**src/shared/fgw_map.svh**
```systemverilog
// Register map, field positions, reset values and timing counts of the watchdog.
// Assumes a 200 MHz core clock and a register port with small word addresses.
`ifndef FGW_MAP_SVH
`define FGW_MAP_SVH

// Register addresses on the plain register port
`define FGW_ADDR_W 4
`define FGW_CTRL_ADDR 4'h0
`define FGW_STAT_ADDR 4'h1

// Control register fields
`define FGW_BIT_UNLOCK 4
`define FGW_BIT_ENABLE 3
`define FGW_SEL_HI 2
`define FGW_SEL_LO 0
`define FGW_SEL_RESET 3'h0

// Reset status register fields
`define FGW_BIT_WDFLAG 3

// Change window length in core clock cycles
`define FGW_UNLOCK_CYCLES 3'h4

// Clock rates in kHz; the watchdog tick is derived from the core clock
`define FGW_CLK_KHZ 200000
`define FGW_OSC_KHZ 1000
`define FGW_OSC_DIV (`FGW_CLK_KHZ / `FGW_OSC_KHZ)

// Shortest time-out in oscillator ticks
`define FGW_BASE_TICKS 16384

`endif

```
**src/shared/fgw_pkg.sv**
```systemverilog
// Types shared by the watchdog design files.
// Assumes fgw_map.svh supplies the numeric constants.
package fgw_pkg;

  typedef enum logic [1:0] {
    FGW_ST_LOAD = 2'h0,
    FGW_ST_RUN = 2'h1,
    FGW_ST_FIRE = 2'h3
  } fgw_state_e;

  typedef enum logic [1:0] {
    FGW_LVL0 = 2'h0,
    FGW_LVL1 = 2'h1,
    FGW_LVL2 = 2'h2
  } fgw_level_e;

endpackage : fgw_pkg

```
**src/design/fgw_timeout_counter.sv**
```systemverilog
// Time-out counter of the watchdog: counts oscillator ticks up to the selected period.
// Assumes tick is a one-cycle enable at the oscillator rate and clear is synchronous.
`timescale 1ns/1ps
`include "fgw_map.svh"

module fgw_timeout_counter #(
  parameter int BASE_TICKS = `FGW_BASE_TICKS,
  parameter int SEL_W = 3
) (
  input wire logic ref_clk, // Core clock
  input wire logic rst, // Asynchronous reset, active high
  input wire logic tick, // Oscillator tick enable
  input wire logic clear, // Restart the period
  input wire logic [SEL_W-1:0] sel, // Period select, doubling per step
  output logic expire // One-cycle pulse when the period runs out
);

  localparam int CW = $clog2(BASE_TICKS) + (2 ** SEL_W);
  localparam logic [CW-1:0] BASE_L = CW'(BASE_TICKS);
  localparam logic [CW-1:0] ONE_L = CW'(1);

  if (BASE_TICKS < 2) begin : g_bad_base
    $error("BASE_TICKS must be at least 2");
  end

  logic [CW-1:0] cnt_q;
  logic [CW-1:0] cnt_d;
  logic expire_q;
  logic expire_d;
  logic [CW-1:0] limit;

  assign limit = BASE_L << sel;
  assign expire = expire_q;

  always_comb begin
    cnt_d = cnt_q;
    expire_d = 1'b0;
    if (clear) begin
      cnt_d = '0;
    end else if (tick) begin
      // Compare with >= so a smaller period chosen mid-count still fires
      if (cnt_q >= limit - ONE_L) begin
        cnt_d = '0;
        expire_d = 1'b1;
      end else begin
        cnt_d = cnt_q + ONE_L;
      end
    end
  end

  always_ff @(posedge ref_clk or posedge rst) begin
    if (rst) begin
      cnt_q <= '0;
      expire_q <= 1'b0;
    end else begin
      cnt_q <= cnt_d;
      expire_q <= expire_d;
    end
  end

endmodule : fgw_timeout_counter

```
**src/design/fgw_watchdog.sv**
```systemverilog
// Fuse guarded watchdog timer with its control and reset status registers.
// Assumes fuse levels are stable, chip_rst and restart_instr are one-cycle pulses,
// and the register master follows the one-cycle strobe protocol.
//
// Summary of operation
// - Watchdog counts a 1 MHz tick divided down from the core clock.
// - Restart instruction clears the counter and starts a new period.
// - Counter clears when disabled and on any chip reset.
// - Enabled watchdog reaching the period resets the chip.
// - Two fuses pick safety level 0, 1 or 2 and initial enable.
// - Writing one to enable enables at once, except in the fuse reload and reset pulse cycles, where control writes are dropped.
// - Control bits 7 to 5 read as zero.
// - Change unlock bit clears itself four cycles after being set.
// - Writing enable zero disables only while unlock is open.
// - Enable one turns the watchdog on, permitted zero turns it off.
// - Period select gives 16384 ticks doubling up to 2097152.
// - Level 0 accepts period select on every write.
// - Levels 1 and 2 accept period select only while unlock is open.
// - Level 2 watchdog stays enabled and enable reads one.
// - Level 2 select change follows unlock; written enable value is ignored.
// - Expiry gives a one cycle reset pulse.
// - Expiry sets the reset flag; power-on or writing zero clears it.
`timescale 1ns/1ps
`include "fgw_map.svh"

module fgw_watchdog
  import fgw_pkg::*;
#(
  parameter int OSC_DIV = `FGW_OSC_DIV,
  parameter int BASE_TICKS = `FGW_BASE_TICKS
) (
  input wire logic ref_clk, // Core clock, 200 MHz
  input wire logic rst, // Power-on reset, asynchronous, active high
  input wire logic chip_rst, // Other chip reset sources, one-cycle pulse
  input wire logic restart_instr, // Watchdog restart instruction executed
  input wire logic always_on_fuse, // High when the always-on fuse is programmed
  input wire logic legacy_compat_fuse, // High when the compatibility fuse is programmed
  input wire logic [`FGW_ADDR_W-1:0] reg_addr, // Register address
  input wire logic [7:0] reg_wdata, // Register write data
  input wire logic reg_wr, // Write strobe
  input wire logic reg_rd, // Read strobe
  output logic [7:0] reg_rdata, // Read data, valid the cycle after reg_rd
  output logic wdt_reset_pulse, // Chip reset request on expiry
  output logic wdt_enabled, // Watchdog currently enabled
  output logic [1:0] safety_level // Safety level taken from the fuses
);

  localparam int DIV_W = (OSC_DIV > 1) ? $clog2(OSC_DIV) : 1;
  localparam logic [DIV_W-1:0] DIV_LAST = DIV_W'(OSC_DIV - 1);
  localparam logic [DIV_W-1:0] DIV_ONE = DIV_W'(1);
  localparam logic [2:0] UNL_ONE = 3'h1;

  if (OSC_DIV < 1) begin : g_bad_div
    $error("OSC_DIV must be at least 1");
  end

  ////////////////////////////////////////////////////////////////////////////////
  // Declarations

  fgw_state_e state_q;
  fgw_state_e state_d;
  fgw_level_e level_q;
  fgw_level_e level_d;
  logic enable_q;
  logic enable_d;
  logic [2:0] sel_q;
  logic [2:0] sel_d;
  logic [2:0] unl_cnt_q;
  logic [2:0] unl_cnt_d;
  logic flag_q;
  logic flag_d;
  logic pulse_q;
  logic pulse_d;
  logic [7:0] rdata_q;
  logic [7:0] rdata_d;
  logic [DIV_W-1:0] div_q;
  logic [DIV_W-1:0] div_d;

  logic osc_tick;
  logic expire;
  logic cnt_clear;
  logic window_open;
  logic ctrl_wr;
  logic stat_wr;
  logic w_unlock;
  logic w_enable;
  logic [2:0] w_sel;
  fgw_level_e fuse_level;
  logic [7:0] ctrl_view;
  logic [7:0] stat_view;

  ////////////////////////////////////////////////////////////////////////////////
  // Decode

  assign window_open = (unl_cnt_q != 3'h0);
  assign ctrl_wr = reg_wr && (reg_addr == `FGW_CTRL_ADDR) && (state_q == FGW_ST_RUN);
  assign stat_wr = reg_wr && (reg_addr == `FGW_STAT_ADDR);
  assign w_unlock = reg_wdata[`FGW_BIT_UNLOCK];
  assign w_enable = reg_wdata[`FGW_BIT_ENABLE];
  assign w_sel = reg_wdata[`FGW_SEL_HI:`FGW_SEL_LO];

  // Always-on wins over compatibility when both fuses are programmed
  always_comb begin
    if (always_on_fuse) begin
      fuse_level = FGW_LVL2;
    end else if (legacy_compat_fuse) begin
      fuse_level = FGW_LVL0;
    end else begin
      fuse_level = FGW_LVL1;
    end
  end

  ////////////////////////////////////////////////////////////////////////////////
  // Oscillator tick divider

  // The oscillator is modelled as a free-running enable from the core clock, so
  // configuration reaches the counter without any crossing hazard
  always_comb begin
    if (div_q == DIV_LAST) begin
      div_d = '0;
    end else begin
      div_d = div_q + DIV_ONE;
    end
  end

  always_ff @(posedge ref_clk or posedge rst) begin
    if (rst) begin
      div_q <= '0;
    end else begin
      div_q <= div_d;
    end
  end

  assign osc_tick = (div_q == DIV_LAST);

  ////////////////////////////////////////////////////////////////////////////////
  // Time-out counter

  assign cnt_clear = restart_instr || !enable_q || chip_rst || (state_q != FGW_ST_RUN);

  fgw_timeout_counter #(
    .BASE_TICKS(BASE_TICKS),
    .SEL_W(3)
  ) u_counter (
    .ref_clk(ref_clk),
    .rst(rst),
    .tick(osc_tick),
    .clear(cnt_clear),
    .sel(sel_q),
    .expire(expire)
  );

  ////////////////////////////////////////////////////////////////////////////////
  // Sequencer: load fuses, run, fire the reset pulse

  always_comb begin
    state_d = state_q;
    pulse_d = 1'b0;
    case (state_q)
      FGW_ST_LOAD: begin
        state_d = FGW_ST_RUN;
      end
      FGW_ST_RUN: begin
        if (expire && enable_q) begin
          state_d = FGW_ST_FIRE;
          pulse_d = 1'b1;
        end
      end
      FGW_ST_FIRE: begin
        // The expiry acts as a chip reset, so the block reloads its fuse state
        state_d = FGW_ST_LOAD;
      end
      default: begin
        state_d = FGW_ST_LOAD;
      end
    endcase
    if (chip_rst) begin
      state_d = FGW_ST_LOAD;
      pulse_d = 1'b0;
    end
  end

  always_ff @(posedge ref_clk or posedge rst) begin
    if (rst) begin
      state_q <= FGW_ST_LOAD;
      pulse_q <= 1'b0;
    end else begin
      state_q <= state_d;
      pulse_q <= pulse_d;
    end
  end

  ////////////////////////////////////////////////////////////////////////////////
  // Control register

  always_comb begin
    level_d = level_q;
    enable_d = enable_q;
    sel_d = sel_q;
    unl_cnt_d = window_open ? (unl_cnt_q - UNL_ONE) : 3'h0;
    if (state_q == FGW_ST_LOAD) begin
      // Fuses are caught by a clock edge after reset release, never by the reset
      level_d = fuse_level;
      enable_d = (fuse_level == FGW_LVL2);
      sel_d = `FGW_SEL_RESET;
      unl_cnt_d = 3'h0;
    end else if (state_q == FGW_ST_FIRE) begin
      unl_cnt_d = 3'h0;
    end else if (ctrl_wr) begin
      if (w_unlock && w_enable) begin
        unl_cnt_d = `FGW_UNLOCK_CYCLES;
      end
      if (w_enable) begin
        enable_d = 1'b1;
      end else if (window_open && (level_q != FGW_LVL2)) begin
        enable_d = 1'b0;
      end
      if (level_q == FGW_LVL0) begin
        sel_d = w_sel;
      end else if (window_open && !w_unlock) begin
        sel_d = w_sel;
      end
      // Outside the window a zero enable is ignored, and levels 1 and 2 keep the previous select
    end
    if (level_q == FGW_LVL2 && state_q != FGW_ST_LOAD) begin
      enable_d = 1'b1;
    end
  end

  always_ff @(posedge ref_clk or posedge rst) begin
    if (rst) begin
      level_q <= FGW_LVL1;
      enable_q <= 1'b0;
      sel_q <= `FGW_SEL_RESET;
      unl_cnt_q <= 3'h0;
    end else begin
      level_q <= level_d;
      enable_q <= enable_d;
      sel_q <= sel_d;
      unl_cnt_q <= unl_cnt_d;
    end
  end

  ////////////////////////////////////////////////////////////////////////////////
  // Reset status flag

  // Only the power-on reset or a zero write clears it, so it survives the reset it reports
  always_comb begin
    flag_d = flag_q;
    if (stat_wr && !reg_wdata[`FGW_BIT_WDFLAG]) begin
      flag_d = 1'b0;
    end
    if (pulse_q) begin
      flag_d = 1'b1;
    end
  end

  always_ff @(posedge ref_clk or posedge rst) begin
    if (rst) begin
      flag_q <= 1'b0;
    end else begin
      flag_q <= flag_d;
    end
  end

  ////////////////////////////////////////////////////////////////////////////////
  // Register read port

  always_comb begin
    ctrl_view = 8'h00;
    ctrl_view[`FGW_BIT_UNLOCK] = window_open;
    ctrl_view[`FGW_BIT_ENABLE] = enable_q;
    ctrl_view[`FGW_SEL_HI:`FGW_SEL_LO] = sel_q;
    stat_view = 8'h00;
    stat_view[`FGW_BIT_WDFLAG] = flag_q;
  end

  always_comb begin
    rdata_d = 8'h00;
    if (reg_rd) begin
      case (reg_addr)
        `FGW_CTRL_ADDR: begin
          rdata_d = ctrl_view;
        end
        `FGW_STAT_ADDR: begin
          rdata_d = stat_view;
        end
        default: begin
          rdata_d = 8'h00;
        end
      endcase
    end
  end

  always_ff @(posedge ref_clk or posedge rst) begin
    if (rst) begin
      rdata_q <= 8'h00;
    end else begin
      rdata_q <= rdata_d;
    end
  end

  ////////////////////////////////////////////////////////////////////////////////
  // Outputs

  assign reg_rdata = rdata_q;
  assign wdt_reset_pulse = pulse_q;
  assign wdt_enabled = enable_q;
  assign safety_level = level_q;

endmodule : fgw_watchdog

```
**config.mk**
```make
export PLATFORM = sky130hd
export DESIGN_NAME = fgw_watchdog
export DESIGN_NICKNAME = d
export VERILOG_FILES = /design/src/shared/fgw_pkg.sv /design/src/design/fgw_timeout_counter.sv /design/src/design/fgw_watchdog.sv
export VERILOG_INCLUDE_DIRS = /design/src /design/src/shared
export SDC_FILE = /design/constraint.sdc
export NUM_CORES = 1
export LEC_CHECK = 0
export BUFFER_PORTS_ARGS = -buffer_cell sky130_fd_sc_hd__buf_4
export CAP_MARGIN = 20
export CORE_MARGIN = 5
export CORE_UTILIZATION = 55
export DETAILED_ROUTE_END_ITERATION = 10
export GPL_ROUTABILITY_DRIVEN = 0
export PLACE_DENSITY = 0.76
export SYNTH_ARGS = -nofsm -noshare
export SYNTH_HDL_FRONTEND = slang
export SYNTH_SLANG_ARGS = --single-unit
```
**constraint.sdc**
```tcl
create_clock -name ref_clk -period 2.7 [get_ports ref_clk]
set_clock_uncertainty 0.1 [all_clocks]
set_input_delay 0.675 -clock ref_clk [delete_from_list [all_inputs] [get_ports ref_clk]]
set_output_delay 0.675 -clock ref_clk [all_outputs]
set_load 0.05 [all_outputs]
```
Word-level counts from Yosys, hierarchy flattened

Cells that the tools add are included.

Magnitude comparators: 1
Reductions and logical operators: 28
Eq/ne operators: 11
Shift-type cells: 1
Multiplexer cells: 35
$add $sub $neg: 4

Operator list:

| cell                                                                  | count |
|---|---|
| 22-bit 2-to-1 mux                                                     | 3 |
| 3-bit 2-to-1 mux                                                      | 10 |
| 22-bit by 1-bit adder with 22-bit output (second input constant)      | 1 |
| 22-bit >= comparator                                                  | 1 |
| 15-bit by 3-bit << shifter with 22-bit output (first input constant)  | 1 |
| 22-bit by 1-bit subtractor with 22-bit output (second input constant) | 1 |
| 1-bit 2-to-1 mux                                                      | 15 |
| 5-bit one-hot mux with 2 select lines                                 | 1 |
| 1-bit logical AND                                                     | 9 |
| 3-bit nonzero test                                                    | 3 |
| 8-bit by 1-bit adder with 8-bit output (second input constant)        | 1 |
| 8-bit == test (second input constant)                                 | 1 |
| 8-bit 2-to-1 mux                                                      | 1 |
| 2-bit nonzero test                                                    | 4 |
| 2-bit == test (second input constant)                                 | 3 |
| 2-bit 2-to-1 mux                                                      | 3 |
| 3-bit by 2-bit != test with 1-bit output (second input constant)      | 2 |
| 3-bit AND reduction                                                   | 2 |
| 5-bit 2-to-1 mux                                                      | 1 |
| 4-bit by 1-bit == test with 1-bit output (second input constant)      | 1 |
| 2-bit zero test                                                       | 2 |
| 4-bit zero test                                                       | 1 |
| 2-bit != test (second input constant)                                 | 2 |
| 2-bit one-hot mux with 2 select lines                                 | 1 |
| 6 further kinds                                                       | 10 |

Output and inout port bits: 12
Bits of input ports: 20
Flip-flop bits (word level): 52

Depth between registers and ports, before layout

Gate-level depths: netlist of the first run.

Word-level depth: 8
Depth in mapped cells: 9
Depth with buffers taken out: 7

Cells and area by module

A second synthesis of the first run with hierarchy kept.

Cell total of the unflattened synthesis: 304
Area total of the unflattened synthesis: 2812.7 µm²

Modules (own cells, without submodules):

| module              | cells each | times used | area each (µm²) |
|---|---|---|---|
| fgw_timeout_counter | 190        | 1          | 1620.3 |
| fgw_watchdog        | 114        | 1          | 1192.4 |

Worst setup path after synthesis of the first run

Ideal clock, no wire load.

Path kind: register to register
Start: register sel_q[2]
End: register u_counter.cnt_q[17]
Clock period less this slack: 2.205 ns
Buffers on the path: 2
Cell stages (with the launch flop): 10
Slack: 0.495 ns
Arrival time: 2.025 ns
Path through: dfrtp_1 -> clkbuf_1 -> nand3_1 -> ha_1 -> and4_1 -> and3_1 -> a21oi_4 -> buf_2 -> nand4_1 -> mux2i_1

Word-level cells in the longest chain between the ends: 6

RTL lines:

| element                                       | line                      | RTL |
|---|---|---|
| start, declared                               | fgw_watchdog.sv:66        | `logic [2:0] sel_q;` |
| start signal, assigned                        | fgw_watchdog.sv:234       | `` sel_q <= `FGW_SEL_RESET; `` |
| start signal, assigned                        | fgw_watchdog.sv:239       | `sel_q <= sel_d;` |
| 15-bit by 3-bit << shifter with 22-bit output | fgw_timeout_counter.sv:32 | `assign limit = BASE_L << sel;` |
| 22-bit by 1-bit subtractor with 22-bit output | fgw_timeout_counter.sv:42 | `if (cnt_q >= limit - ONE_L) begin` |
| 22-bit >= comparator                          | fgw_timeout_counter.sv:42 |  |
| 22-bit 2-to-1 mux                             | fgw_timeout_counter.sv:42 |  |
| 22-bit 2-to-1 mux                             | fgw_timeout_counter.sv:40 | `end else if (tick) begin` |
| 22-bit 2-to-1 mux                             | fgw_timeout_counter.sv:38 | `if (clear) begin` |
| end signal, assigned                          | fgw_timeout_counter.sv:56 | `cnt_q <= cnt_d;` |
| end, declared                                 | fgw_timeout_counter.sv:26 | `logic [CW-1:0] cnt_q;` |

Every way passes these cells. The select of a mux whose other input is x is not followed.
A chain may end at the register's enable or synchronous reset.

Worst setup path after layout of the first run

Start: register sel_q[1]
End: register u_counter.cnt_q[20]

Same word-level chain as after synthesis.

==> flow_metrics.env, run 1 <==
export IMPL_status="complete, no violations"
export IMPL_finalSetupViolations=0
export IMPL_antenna_found_initial=0
export IMPL_pwr_density_cell_nw_per_um2=417
export IMPL_layout_nets=363
export IMPL_area_growth_pct=11.9
export IMPL_cts_tree="yes"
export IMPL_min_to="div_q[0]"
export IMPL_multi_input_area_um2=1490
export IMPL_start_util_pct=56.4
export IMPL_dr_first_iter_drc_count=171
export IMPL_port_buffers=25
export IMPL_path_max_fanout=11
export IMPL_dpl_cell_area_um2=3110
export IMPL_register_area_um2=1230
export IMPL_clk_latency_ns=0.31
export IMPL_fin_crit_sh_pct=88.4
export IMPL_holdBufCountCts=0
export IMPL_clock_sinks=49
export IMPL_syn_area_um2=2860
export IMPL_drt_wirelength_per_cell_um=13.9
export IMPL_dieArea_um2=6740
export IMPL_rrSetupSlack_ns=0.31
export IMPL_min_from="div_q[0]"
export IMPL_cts_repair_resized=0
export IMPL_cts_buffers=5
export IMPL_cts_setup_buffers=0
export IMPL_num_vias=2268
export IMPL_core_area_um2=5070
export IMPL_reg2reg_from="sel_q[1]"
export IMPL_slew_violations=0
export IMPL_yosys_most_used_dff="dfrtp_1"
export IMPL_ys_types=51
export IMPL_r2r_cells=8
export IMPL_postSynthCellCount=302
export IMPL_cts_path_max_buffers=2
export IMPL_r2r_end="u_counter.cnt_q[20]"
export IMPL_grt_overflow_total=0
export IMPL_grt_pass1_vias=2130
export IMPL_hpwl_um=4070
export IMPL_fill_cells=439
export IMPL_finalPower_mw=1.33
export IMPL_post_route_cell_area_um2=3200
export IMPL_tightest_slew_ns=0.611
export IMPL_path_clk_slew_ns=0.09
export IMPL_grt_max_degree=50
export IMPL_htreeDepth=2
export IMPL_tns_ns=0
export IMPL_worstSetupStartpointType="flip-flop"
export IMPL_rsz0062_at_grt="false"
export IMPL_grt_usage_pct=18.4
export IMPL_ant_nets=0
export IMPL_dr_pass1_iters=4
export IMPL_post_route_min_period_ns=2.39
export IMPL_hold_path_class="flip-flop to flip-flop"
export IMPL_grt_pass1_wl_um=9650
export IMPL_cts_root_buf="clkbuf_8"
export IMPL_ys_ff_latch=49
export IMPL_synth_edf_count=0
export IMPL_pin_count=32
export IMPL_ys_seq_area_share_pct=42.9
export IMPL_max_freq_mhz=419
export IMPL_via_per_inst=5.64
export IMPL_cp_required_ns=2.83
export IMPL_die_h_um=82.1
export IMPL_hold_viol_final=0
export IMPL_drv_cap=0
export IMPL_post_route_util_pct=63.0
export IMPL_die_w_um=82.1
export IMPL_drc=0
export IMPL_fin_ws_ns=0.312
export IMPL_ys_warn_count=0
export IMPL_leakagePower_nw=1.42
export IMPL_maxSlewHeadroom_pct=59.2
export IMPL_dpl_worst_slack_ns=0.330
export IMPL_critical_path_class="flip-flop to flip-flop"
export IMPL_drt_wl_total_um=5580
export IMPL_layout_drive_gt1_share_pct=17.5
export IMPL_ir_worst_vdd_mv=0.317
export IMPL_worstPathArrival_ns=2.52
export IMPL_worstSetupEndpointType="flip-flop"
export IMPL_hold_path_depth=1
export IMPL_synthArstFlopShare_pct=100
export IMPL_syn_avg_cell_area_um2=9.47
export IMPL_antenna_cells=0
export IMPL_rows=26
==> cell usage in the layout (no fill, tap or decap), types with 2 or more instances in the layout <==
master	n
nor3_1	6
nand4_1	12
buf_4	31
o211ai_2	3
inv_1	19
o22ai_1	8
nand4b_1	4
a31oi_1	10
ha_1	12
or3_1	4
xor2_1	4
and2_1	6
nor2_1	21
conb_1	4
and4_1	4
clkbuf_8	5
and3_1	5
nand2b_1	6
nand2_1	35
nand3_1	17
dfrtp_1	48
a21oi_1	10
o21ai_0	11
mux2i_1	7
o21ai_1	4
nor4_4	2
nor2b_1	2
a21oi_4	2
a22o_1	4
or2_2	3
==> logic make-up after synthesis <==
family                     Yosys count  synth area share (%)
and+or+nand+nor                    136                  27.7
AOI/OAI and AO/OA                   59                  14.1
DFF                                 49                  42.9
buffers and inverters               31                  5.38
adders and majority gates           12                  5.25
muxes                                8                  2.84
xor gates and xnor gates             5                  1.53
other                                2                 0.263
==> through the flow <==
step,instances,hold slack (ns)
floorplan,304,0.333
global placement,394,0.347
detailed placement,394,0.363
CTS,402,0.379
global route,402,0.399
finish,402,0.372
==> Yosys cell counts, types with 3 or more instances <==
library cell   n  share of area, %
or2_2          3              0.66
and4_1         4               1.2
or3_1          4              0.87
nor3_1         6               1.0
buf_2          3              0.52
ha_1          12               5.2
a21oi_1       10               1.7
and3_1         5               1.1
o211ai_2       3               1.3
o21ai_1        4              0.70
nand3_1       17               3.0
and2_1         6               1.3
dfrtp_1       48                42
o21ai_0       11               1.9
xor2_1         4               1.2
a31oi_1       10               2.2
a22o_1         4               1.2
nor2_1        21               2.8
nand4b_1       4               1.2
nand2_1       35               4.6
nand2b_1       6               1.3
buf_4          3              0.79
nand4_1       12               2.6
inv_1         20               2.6
mux2i_1        7               2.4
o22ai_1        8               1.7
buf_6          3               1.2
==> cell type report <==
cell class / count / share of cell area [%]
multi-input cells: 224 / 46.5
clock buffers: 5 / 2.15
repair buffers: 31 / 7.27
well taps: 70 / 2.74
inverters: 20 / 2.35
clock inverters: 3 / 0.665
flip-flops and latches: 49 / 38.4
==> layer usage <==
metal  track usage, %  part of all wire, %
met2             30.4                   48
met4             7.31                 0.86
met5                0                    0
met1             24.0                   47
met3             3.25                  4.0
==> worst max-delay path, stage by stage (launching register included) <==
cell and delay (ns):
dfrtp_1 0.47, o21ai_0 0.22, ha_1 0.26, and4_1 0.25, and3_1 0.22, a21oi_4 0.30, buf_4 0.25, nand4_1 0.10
mux2i_1 0.15
==> sequential cells by signal, indices dropped and copies added, names as in the netlist <==
| signal | count |
|---|---|
| safety_level | 2 |
| flag_q | 1 |
| wdt_enabled | 1 |
| sel_q | 3 |
| u_counter.cnt_q | 22 |
| unl_cnt_q | 3 |
| reg_rdata | 5 |
| wdt_reset_pulse | 1 |
| div_q | 8 |
| state_q | 2 |
| u_counter.expire | 1 |
==> worst max-delay path by stage <==
stage,start,end,slack (ns)
3_3_place_gp,sel_q[2],u_counter.cnt_q[18],0.41
4_1_cts,sel_q[1],u_counter.cnt_q[20],0.31
2_1_floorplan,sel_q[2],u_counter.cnt_q[17],0.50
6_report,sel_q[1],u_counter.cnt_q[20],0.31
5_1_grt,sel_q[1],u_counter.cnt_q[5],0.15
3_5_place_dp,sel_q[1],u_counter.cnt_q[20],0.33
==> power by group <==
part	switching [mW]	internal, mW	total (mW)
clock network	0.253	0.184	0.437
registers	0.0131	0.744	0.757
logic	0.0878	0.0514	0.139
total	0.354	0.979	1.33
No activity file was read; power rests on OpenSTA's default activity.
==> run 2, diff against run 1 <==
CORE_UTILIZATION = 58   (was 55)
PLACE_DENSITY = 0.79   (was 0.76)
RECOVER_POWER = 100   (was unset)
==> run 2 against run 1 <==
  * Combinational power about the same
  * Setup slack got worse by 0.016 ns
  * Cell area decreased by 0.63%
  * Power increased by 7.5%
  * Cell count decreased by 0.75%
  * Sequential power about the same
  * Critical path depth unchanged
  * Register-to-register slack got worse by 0.02 ns
  * Clock power increased by 23%
  * Clock-buffer cell count unchanged
  * First-iteration DRC count increased by 25%
  * Critical path type unchanged
  * Largest cell class unchanged
==> flow_metrics.env, run 2 (synthesized netlist as in run 1, its figures left out) <==
export IMPL_slew_violations=0
export IMPL_register_area_um2=1230
export IMPL_path_cells="nand3_1 -> ha_1 -> and4_1 -> and3_1 -> a21oi_4 -> clkbuf_2 -> a31oi_1 -> o22ai_1"
export IMPL_antenna_found_initial=0
export IMPL_mostFrequentLayoutCells="dfrtp_1 (48), nand2_1 (35), nor2_1 (21)"
export IMPL_drt_wirelength_per_cell_um=15.3
export IMPL_rows=25
export IMPL_hold_path_depth=1
export IMPL_cts_root_buf="clkbuf_8"
export IMPL_path_max_fanout=9
export IMPL_rrSetupSlack_ns=0.30
export IMPL_area_growth_pct=11.2
export IMPL_die_h_um=80.2
export IMPL_worstSetupEndpointType="flip-flop"
export IMPL_reg2reg_from="sel_q[2]"
export IMPL_clk_latency_ns=0.31
export IMPL_status="complete, no violations"
export IMPL_final_cells=399
export IMPL_place_inst=391
export IMPL_drt_wl_total_um=6100
export IMPL_use_met2_pct=35.7
export IMPL_drv_cap=0
export IMPL_grt_overflow_total=0
export IMPL_worstSetupStartpointType="flip-flop"
export IMPL_grt_max_degree=27
export IMPL_fill_cells=415
export IMPL_final_common_cell="dfrtp_1"
export IMPL_rsz0062_at_grt="false"
export IMPL_hold_path_class="flip-flop to flip-flop"
export IMPL_finalSetupViolations=0
export IMPL_r2r_end="u_counter.cnt_q[5]"
export IMPL_drc=0
export IMPL_die_w_um=80.2
export IMPL_max_freq_mhz=416
export IMPL_regMostFlops="u_counter.cnt_q"
export IMPL_leakagePower_nw=1.39
export IMPL_path_clk_slew_ns=0.10
export IMPL_worstPathArrival_ns=2.52
export IMPL_multi_input_area_um2=1470
export IMPL_pin_count=32
export IMPL_cpPeakStageDelay_ns=0.48
export IMPL_layout_drive_gt1_share_pct=13.3
export IMPL_pwr_density_cell_nw_per_um2=451
export IMPL_dr_first_iter_drc_count=213
export IMPL_crit_buf_inv=1
export IMPL_ir_worst_vdd_mv=0.274
export IMPL_grt_pass1_wl_um=10500
export IMPL_fin_crit_sh_pct=89.0
export IMPL_cts_repair_resized=0
export IMPL_crit_family="simple AND/OR/NAND/NOR gates"
export IMPL_post_route_min_period_ns=2.40
export IMPL_cts_path_max_buffers=2
export IMPL_holdBufCountCts=0
export IMPL_hpwl_um=4300
export IMPL_cts_setup_buffers=0
export IMPL_hold_viol_final=0
export IMPL_core_area_um2=4750
export IMPL_layout_nets=363
export IMPL_tns_ns=0
export IMPL_dpl_cell_area_um2=3120
export IMPL_grt_usage_pct=20.7
export IMPL_via_per_inst=5.93
export IMPL_tightest_slew_ns=0.927
export IMPL_clock_sinks=49
export IMPL_port_buffers=25
export IMPL_num_vias=2365
export IMPL_htreeDepth=2
export IMPL_cts_buffers=5
export IMPL_maxSlewHeadroom_pct=38.1
export IMPL_start_util_pct=60.2
export IMPL_min_to="div_q[0]"
export IMPL_min_from="div_q[0]"
export IMPL_cts_tree="yes"
export IMPL_gr_max_usage_layer="met2"
export IMPL_grtUsageMet1_pct=25.5
export IMPL_grt_pass1_vias=2236
export IMPL_dr_pass1_iters=6
export IMPL_cp_required_ns=2.81
export IMPL_post_route_cell_area_um2=3180
export IMPL_r2r_cells=8
export IMPL_antenna_cells=0
export IMPL_grt_use_met3_pct=4.60
export IMPL_dieArea_um2=6440
export IMPL_largest_reg_flops=22
export IMPL_slowest_stage="dfrtp_1"
export IMPL_critical_path_class="flip-flop to flip-flop"
export IMPL_ant_nets=0
## run 2: cell types whose count changed in the layout (fill, tap and decap cells not counted), moves of 2 or more
cell,previous run,this run
o211ai_1,1,4
clkbuf_1,0,9
o21ai_1,4,0
clkbuf_4,0,2
o211ai_2,3,0
buf_4,31,18
o21ai_0,11,15
## run 2: worst max path at each step
stage	startpoint	slack, ns	depth (start not counted)	to
2_1_floorplan	sel_q[2]	0.50	9	u_counter.cnt_q[17]
3_3_place_gp	sel_q[2]	0.37	7	u_counter.cnt_q[18]
3_5_place_dp	sel_q[2]	0.33	7	u_counter.cnt_q[18]
4_1_cts	sel_q[2]	0.32	7	u_counter.cnt_q[18]
5_1_grt	sel_q[0]	0.13	8	u_counter.cnt_q[5]
6_report	sel_q[2]	0.30	8	u_counter.cnt_q[5]
## run 2: cell type report
cell class | count | area share, %
inverter | 20 | 2.36
timing repair buffer | 31 | 6.57
multi-input combinational | 224 | 46.3
tap | 67 | 2.64
clock buffer | 5 | 2.16
sequential | 49 | 38.6
clock inverter | 3 | 1.38
## run 2: metal layers
layer,share of wire (%),up-vias
met3,6.3,13
li1,-,1137
met5,0,-
met2,49,93
met1,44,1122
met4,1.5,0
## run 2: report_power, final
| part | leakage (nW) | switching, mW | internal (mW) |
|---|---|---|---|
| Combinational | 0.679 | 0.0879 | 0.0489 |
| Clock | 0.0585 | 0.261 | 0.278 |
| Sequential | 0.656 | 0.0127 | 0.744 |
| Total | 1.39 | 0.362 | 1.07 |
## run 2: stage by stage
| stage | hold slack [ns] | power, mW | utilization (%) | setup WS, ns |
|---|---|---|---|---|
| 4_1_cts | 0.305 | 1.45 | 67.9 | 0.317 |
| 5_1_grt | 0.397 | 1.49 | 66.9 | 0.126 |
| 6_report | 0.369 | 1.43 | 66.9 | 0.296 |
| 3_5_place_dp | 0.358 | 0.914 | 65.6 | 0.328 |
| 3_3_place_gp | 0.343 | 0.911 | 65.6 | 0.370 |
| 2_1_floorplan | 0.333 | 0.867 | - | 0.495 |
==> run 3, diff against run 2 <==
SETUP_SLACK_MARGIN = 0.15   (was unset)
SYNTH_HIERARCHICAL = 1   (was unset)
==> run 3 against run 2 <==
  * Die area shrank 1.5%
  * Largest cell class unchanged
  * Setup slack got worse by 0.078 ns
  * Global-route usage rose by 0.47 points
  * Critical endpoint is now u_counter/cnt_q[13]
  * Highest routed layer unchanged
  * Hold slack worse by 0.14 ns
  * Area after synthesis fell by 1.7%
  * Clock power down 20%
  * Cell count up 1.3%
  * Synthesized cell count increased by 0.66%
==> flow_metrics.env, run 3 <==
export IMPL_tns_ns=0
export IMPL_worstSetupEndpointType="flip-flop"
export IMPL_hold_viol_final=0
export IMPL_grt_max_degree=24
export IMPL_finalSetupViolations=0
export IMPL_final_common_cell="dfrtp_1"
export IMPL_drc=0
export IMPL_area_growth_pct=11.1
export IMPL_yosys_most_used_dff="dfrtp_1"
export IMPL_syn_avg_cell_area_um2=9.25
export IMPL_postSynthCellCount=304
export IMPL_p_sw_mw=0.331
export IMPL_max_freq_mhz=403
export IMPL_layout_drive_gt1_share_pct=11.9
export IMPL_die_w_um=79.6
export IMPL_layout_nets=366
export IMPL_combPwrFrac_pct=7.8
export IMPL_status="complete, no violations"
export IMPL_pwr_density_cell_nw_per_um2=410
export IMPL_dr_first_iter_drc_count=115
export IMPL_dieArea_um2=6340
export IMPL_register_area_um2=1230
export IMPL_intPower_mw=0.950
export IMPL_cts_root_buf="clkbuf_8"
export IMPL_syn_area_um2=2810
export IMPL_holdBufCountCts=0
export IMPL_path_clk_slew_ns=0.09
export IMPL_core_area_um2=4720
export IMPL_grt_usage_pct=21.2
export IMPL_dr_pass1_iters=4
export IMPL_ys_ff_latch=49
export IMPL_regMostFlops="u_counter/cnt_q"
export IMPL_rrSetupSlack_ns=0.22
export IMPL_cts_tree="yes"
export IMPL_leakagePower_nw=1.31
export IMPL_htreeDepth=2
export IMPL_port_buffers=25
export IMPL_synthTopCellsByArea="dfrtp_1 (43%), ha_1 (4.4%), nand2_1 (3.9%), nand3_1 (3.6%), a21oi_1 (3.2%)"
export IMPL_critical_path_class="flip-flop to flip-flop"
export IMPL_fin_crit_sh_pct=91.9
export IMPL_worstSetupStartpointType="flip-flop"
export IMPL_grt_pass1_wl_um=10600
export IMPL_via_per_inst=5.99
export IMPL_pin_count=32
export IMPL_antenna_cells=0
export IMPL_ant_nets=0
export IMPL_hpwl_um=4510
export IMPL_place_inst=396
export IMPL_drv_cap=0
export IMPL_die_h_um=79.6
export IMPL_cts_setup_buffers=0
export IMPL_ir_worst_vdd_mv=0.325
export IMPL_synth_top_area_cell="dfrtp_1"
export IMPL_ys_types=61
export IMPL_synth_edf_count=0
export IMPL_drt_wl_total_um=6180
export IMPL_p_clk_share_pct=33.8
export IMPL_largest_reg_flops=22
export IMPL_clock_sinks=49
export IMPL_rows=25
export IMPL_synth_top_area_share_pct=42.7
export IMPL_grt_overflow_total=0
export IMPL_path_max_fanout=9
export IMPL_cp_required_ns=2.79
export IMPL_ys_seq_area_share_pct=43.6
export IMPL_pwr_share_seq_pct=58.4
export IMPL_maxSlewHeadroom_pct=12.8
export IMPL_grt_pass1_vias=2344
export IMPL_ys_warn_count=6
export IMPL_post_route_util_pct=66.1
export IMPL_worstPathArrival_ns=2.57
export IMPL_mostFrequentLayoutCells="dfrtp_1 (48), nand2_1 (29), nand3_1 (20)"
export IMPL_tightest_slew_ns=1.31
export IMPL_num_vias=2421
export IMPL_clk_latency_ns=0.31
export IMPL_drt_wirelength_per_cell_um=15.3
export IMPL_synthTopCellsByCount="dfrtp_1 (48), nand2_1 (29), nand3_1 (20), nor2_1 (19), a21oi_1 (18)"
export IMPL_swShare_pct=25.8
export IMPL_slew_violations=0
export IMPL_cts_path_max_buffers=2
export IMPL_rsz0062_at_grt="true"
export IMPL_antenna_found_initial=0
export IMPL_synth_most_common_cell="dfrtp_1"
export IMPL_hold_path_class="input port to asynchronous set/reset pin"
export IMPL_cts_repair_resized=0
export IMPL_final_cells=404
export IMPL_multi_input_area_um2=1490
export IMPL_start_util_pct=59.5
export IMPL_synthArstFlopShare_pct=100
export IMPL_cts_buffers=5
export IMPL_fill_cells=426
export IMPL_post_route_min_period_ns=2.48
## run 3: cell types whose count changed after synthesis, sizes merged, moves of 5 or more
cell / before / now
nor3b: 1 / 6
nand4: 14 / 7
mux2i: 7 / 1
nand2: 36 / 29
o22ai: 8 / 2
xnor2: 1 / 6
clkbuf: 2 / 8
a21oi: 12 / 18
nor3: 6 / 16
inv: 20 / 10
buf: 9 / 4
## run 3: layout make-up
type / instances / area share [%]
multi-input cells: 235 / 47.7
flip-flops and latches: 49 / 39.3
repair buffers: 35 / 6.41
well taps: 67 / 2.68
clock buffers: 5 / 2.20
inverters: 10 / 1.20
clock inverters: 3 / 0.561
## run 3: metrics by stage
step | setup WS (ns) | power, mW | cell area (um^2) | hold slack, ns
after detailed placement | 0.177 | 0.873 | 3120 | 0.350
after floorplan | 0.262 | 0.829 | 2820 | 0.325
after CTS | 0.303 | 1.30 | 3210 | 0.240
final | 0.219 | 1.28 | 3120 | 0.225
after global placement | 0.264 | 0.871 | 3120 | 0.341
after global routing | 0.0639 | 1.33 | 3120 | 0.256
## run 3: power by group through the flow
stage | Combinational (mW) | Clock [mW] | Sequential (mW)
finish | 0.100 | 0.432 | 0.747
global route | 0.110 | 0.475 | 0.749
CTS | 0.111 | 0.442 | 0.748
detailed placement | 0.110 | 0 | 0.762
global placement | 0.109 | 0 | 0.762
floorplan | 0.0549 | 0 | 0.774
## run 3: worst max-delay path, stage by stage, from the launching register on
cell	delay, ns
dfrtp_1	0.48
nand3_1	0.13
ha_1	0.30
nand2_1	0.08
nor4_1	0.44
a21oi_1	0.17
nand2_1	0.32
clkbuf_1	0.23
o21ai_0	0.11
## run 3: cells by family (layout without fill, tap and decap cells)
kind of cell,count (synthesis),in the layout,synth area share (%)
buf+inv,22,53,3.38
other cells,2,4,0.267
mux,2,2,0.756
compound gates,71,71,16.1
flops,49,49,43.6
xor+xnor,7,7,2.18
simple gates,141,141,29.2
fa+ha+maj,10,10,4.45
## run 3: path summary, 6_finish.rpt
kind / start / endpoint / depth (start not counted)
worst max-delay path: sel_q[2] / u_counter/cnt_q[13] / 8
worst min-delay path: rst / state_q[0] / 2
worst max register to register: sel_q[2] / u_counter/cnt_q[13] / 8
worst min register to register: wdt_reset_pulse / flag_q / 1
max in group asynchronous: rst / u_counter/cnt_q[5] / 3
min in group ref_clk: wdt_reset_pulse / flag_q / 1
## run 3: layer usage
metal	global-route usage [%]	up-vias	share of wire [%]	routed length, um
met5	0	-	0	0
met1	26.7	1184	46	2850
met4	4.98	0	0.91	56
met3	3.95	7	3.2	197
li1	-	1183	-	-
met2	37.5	47	50	3080
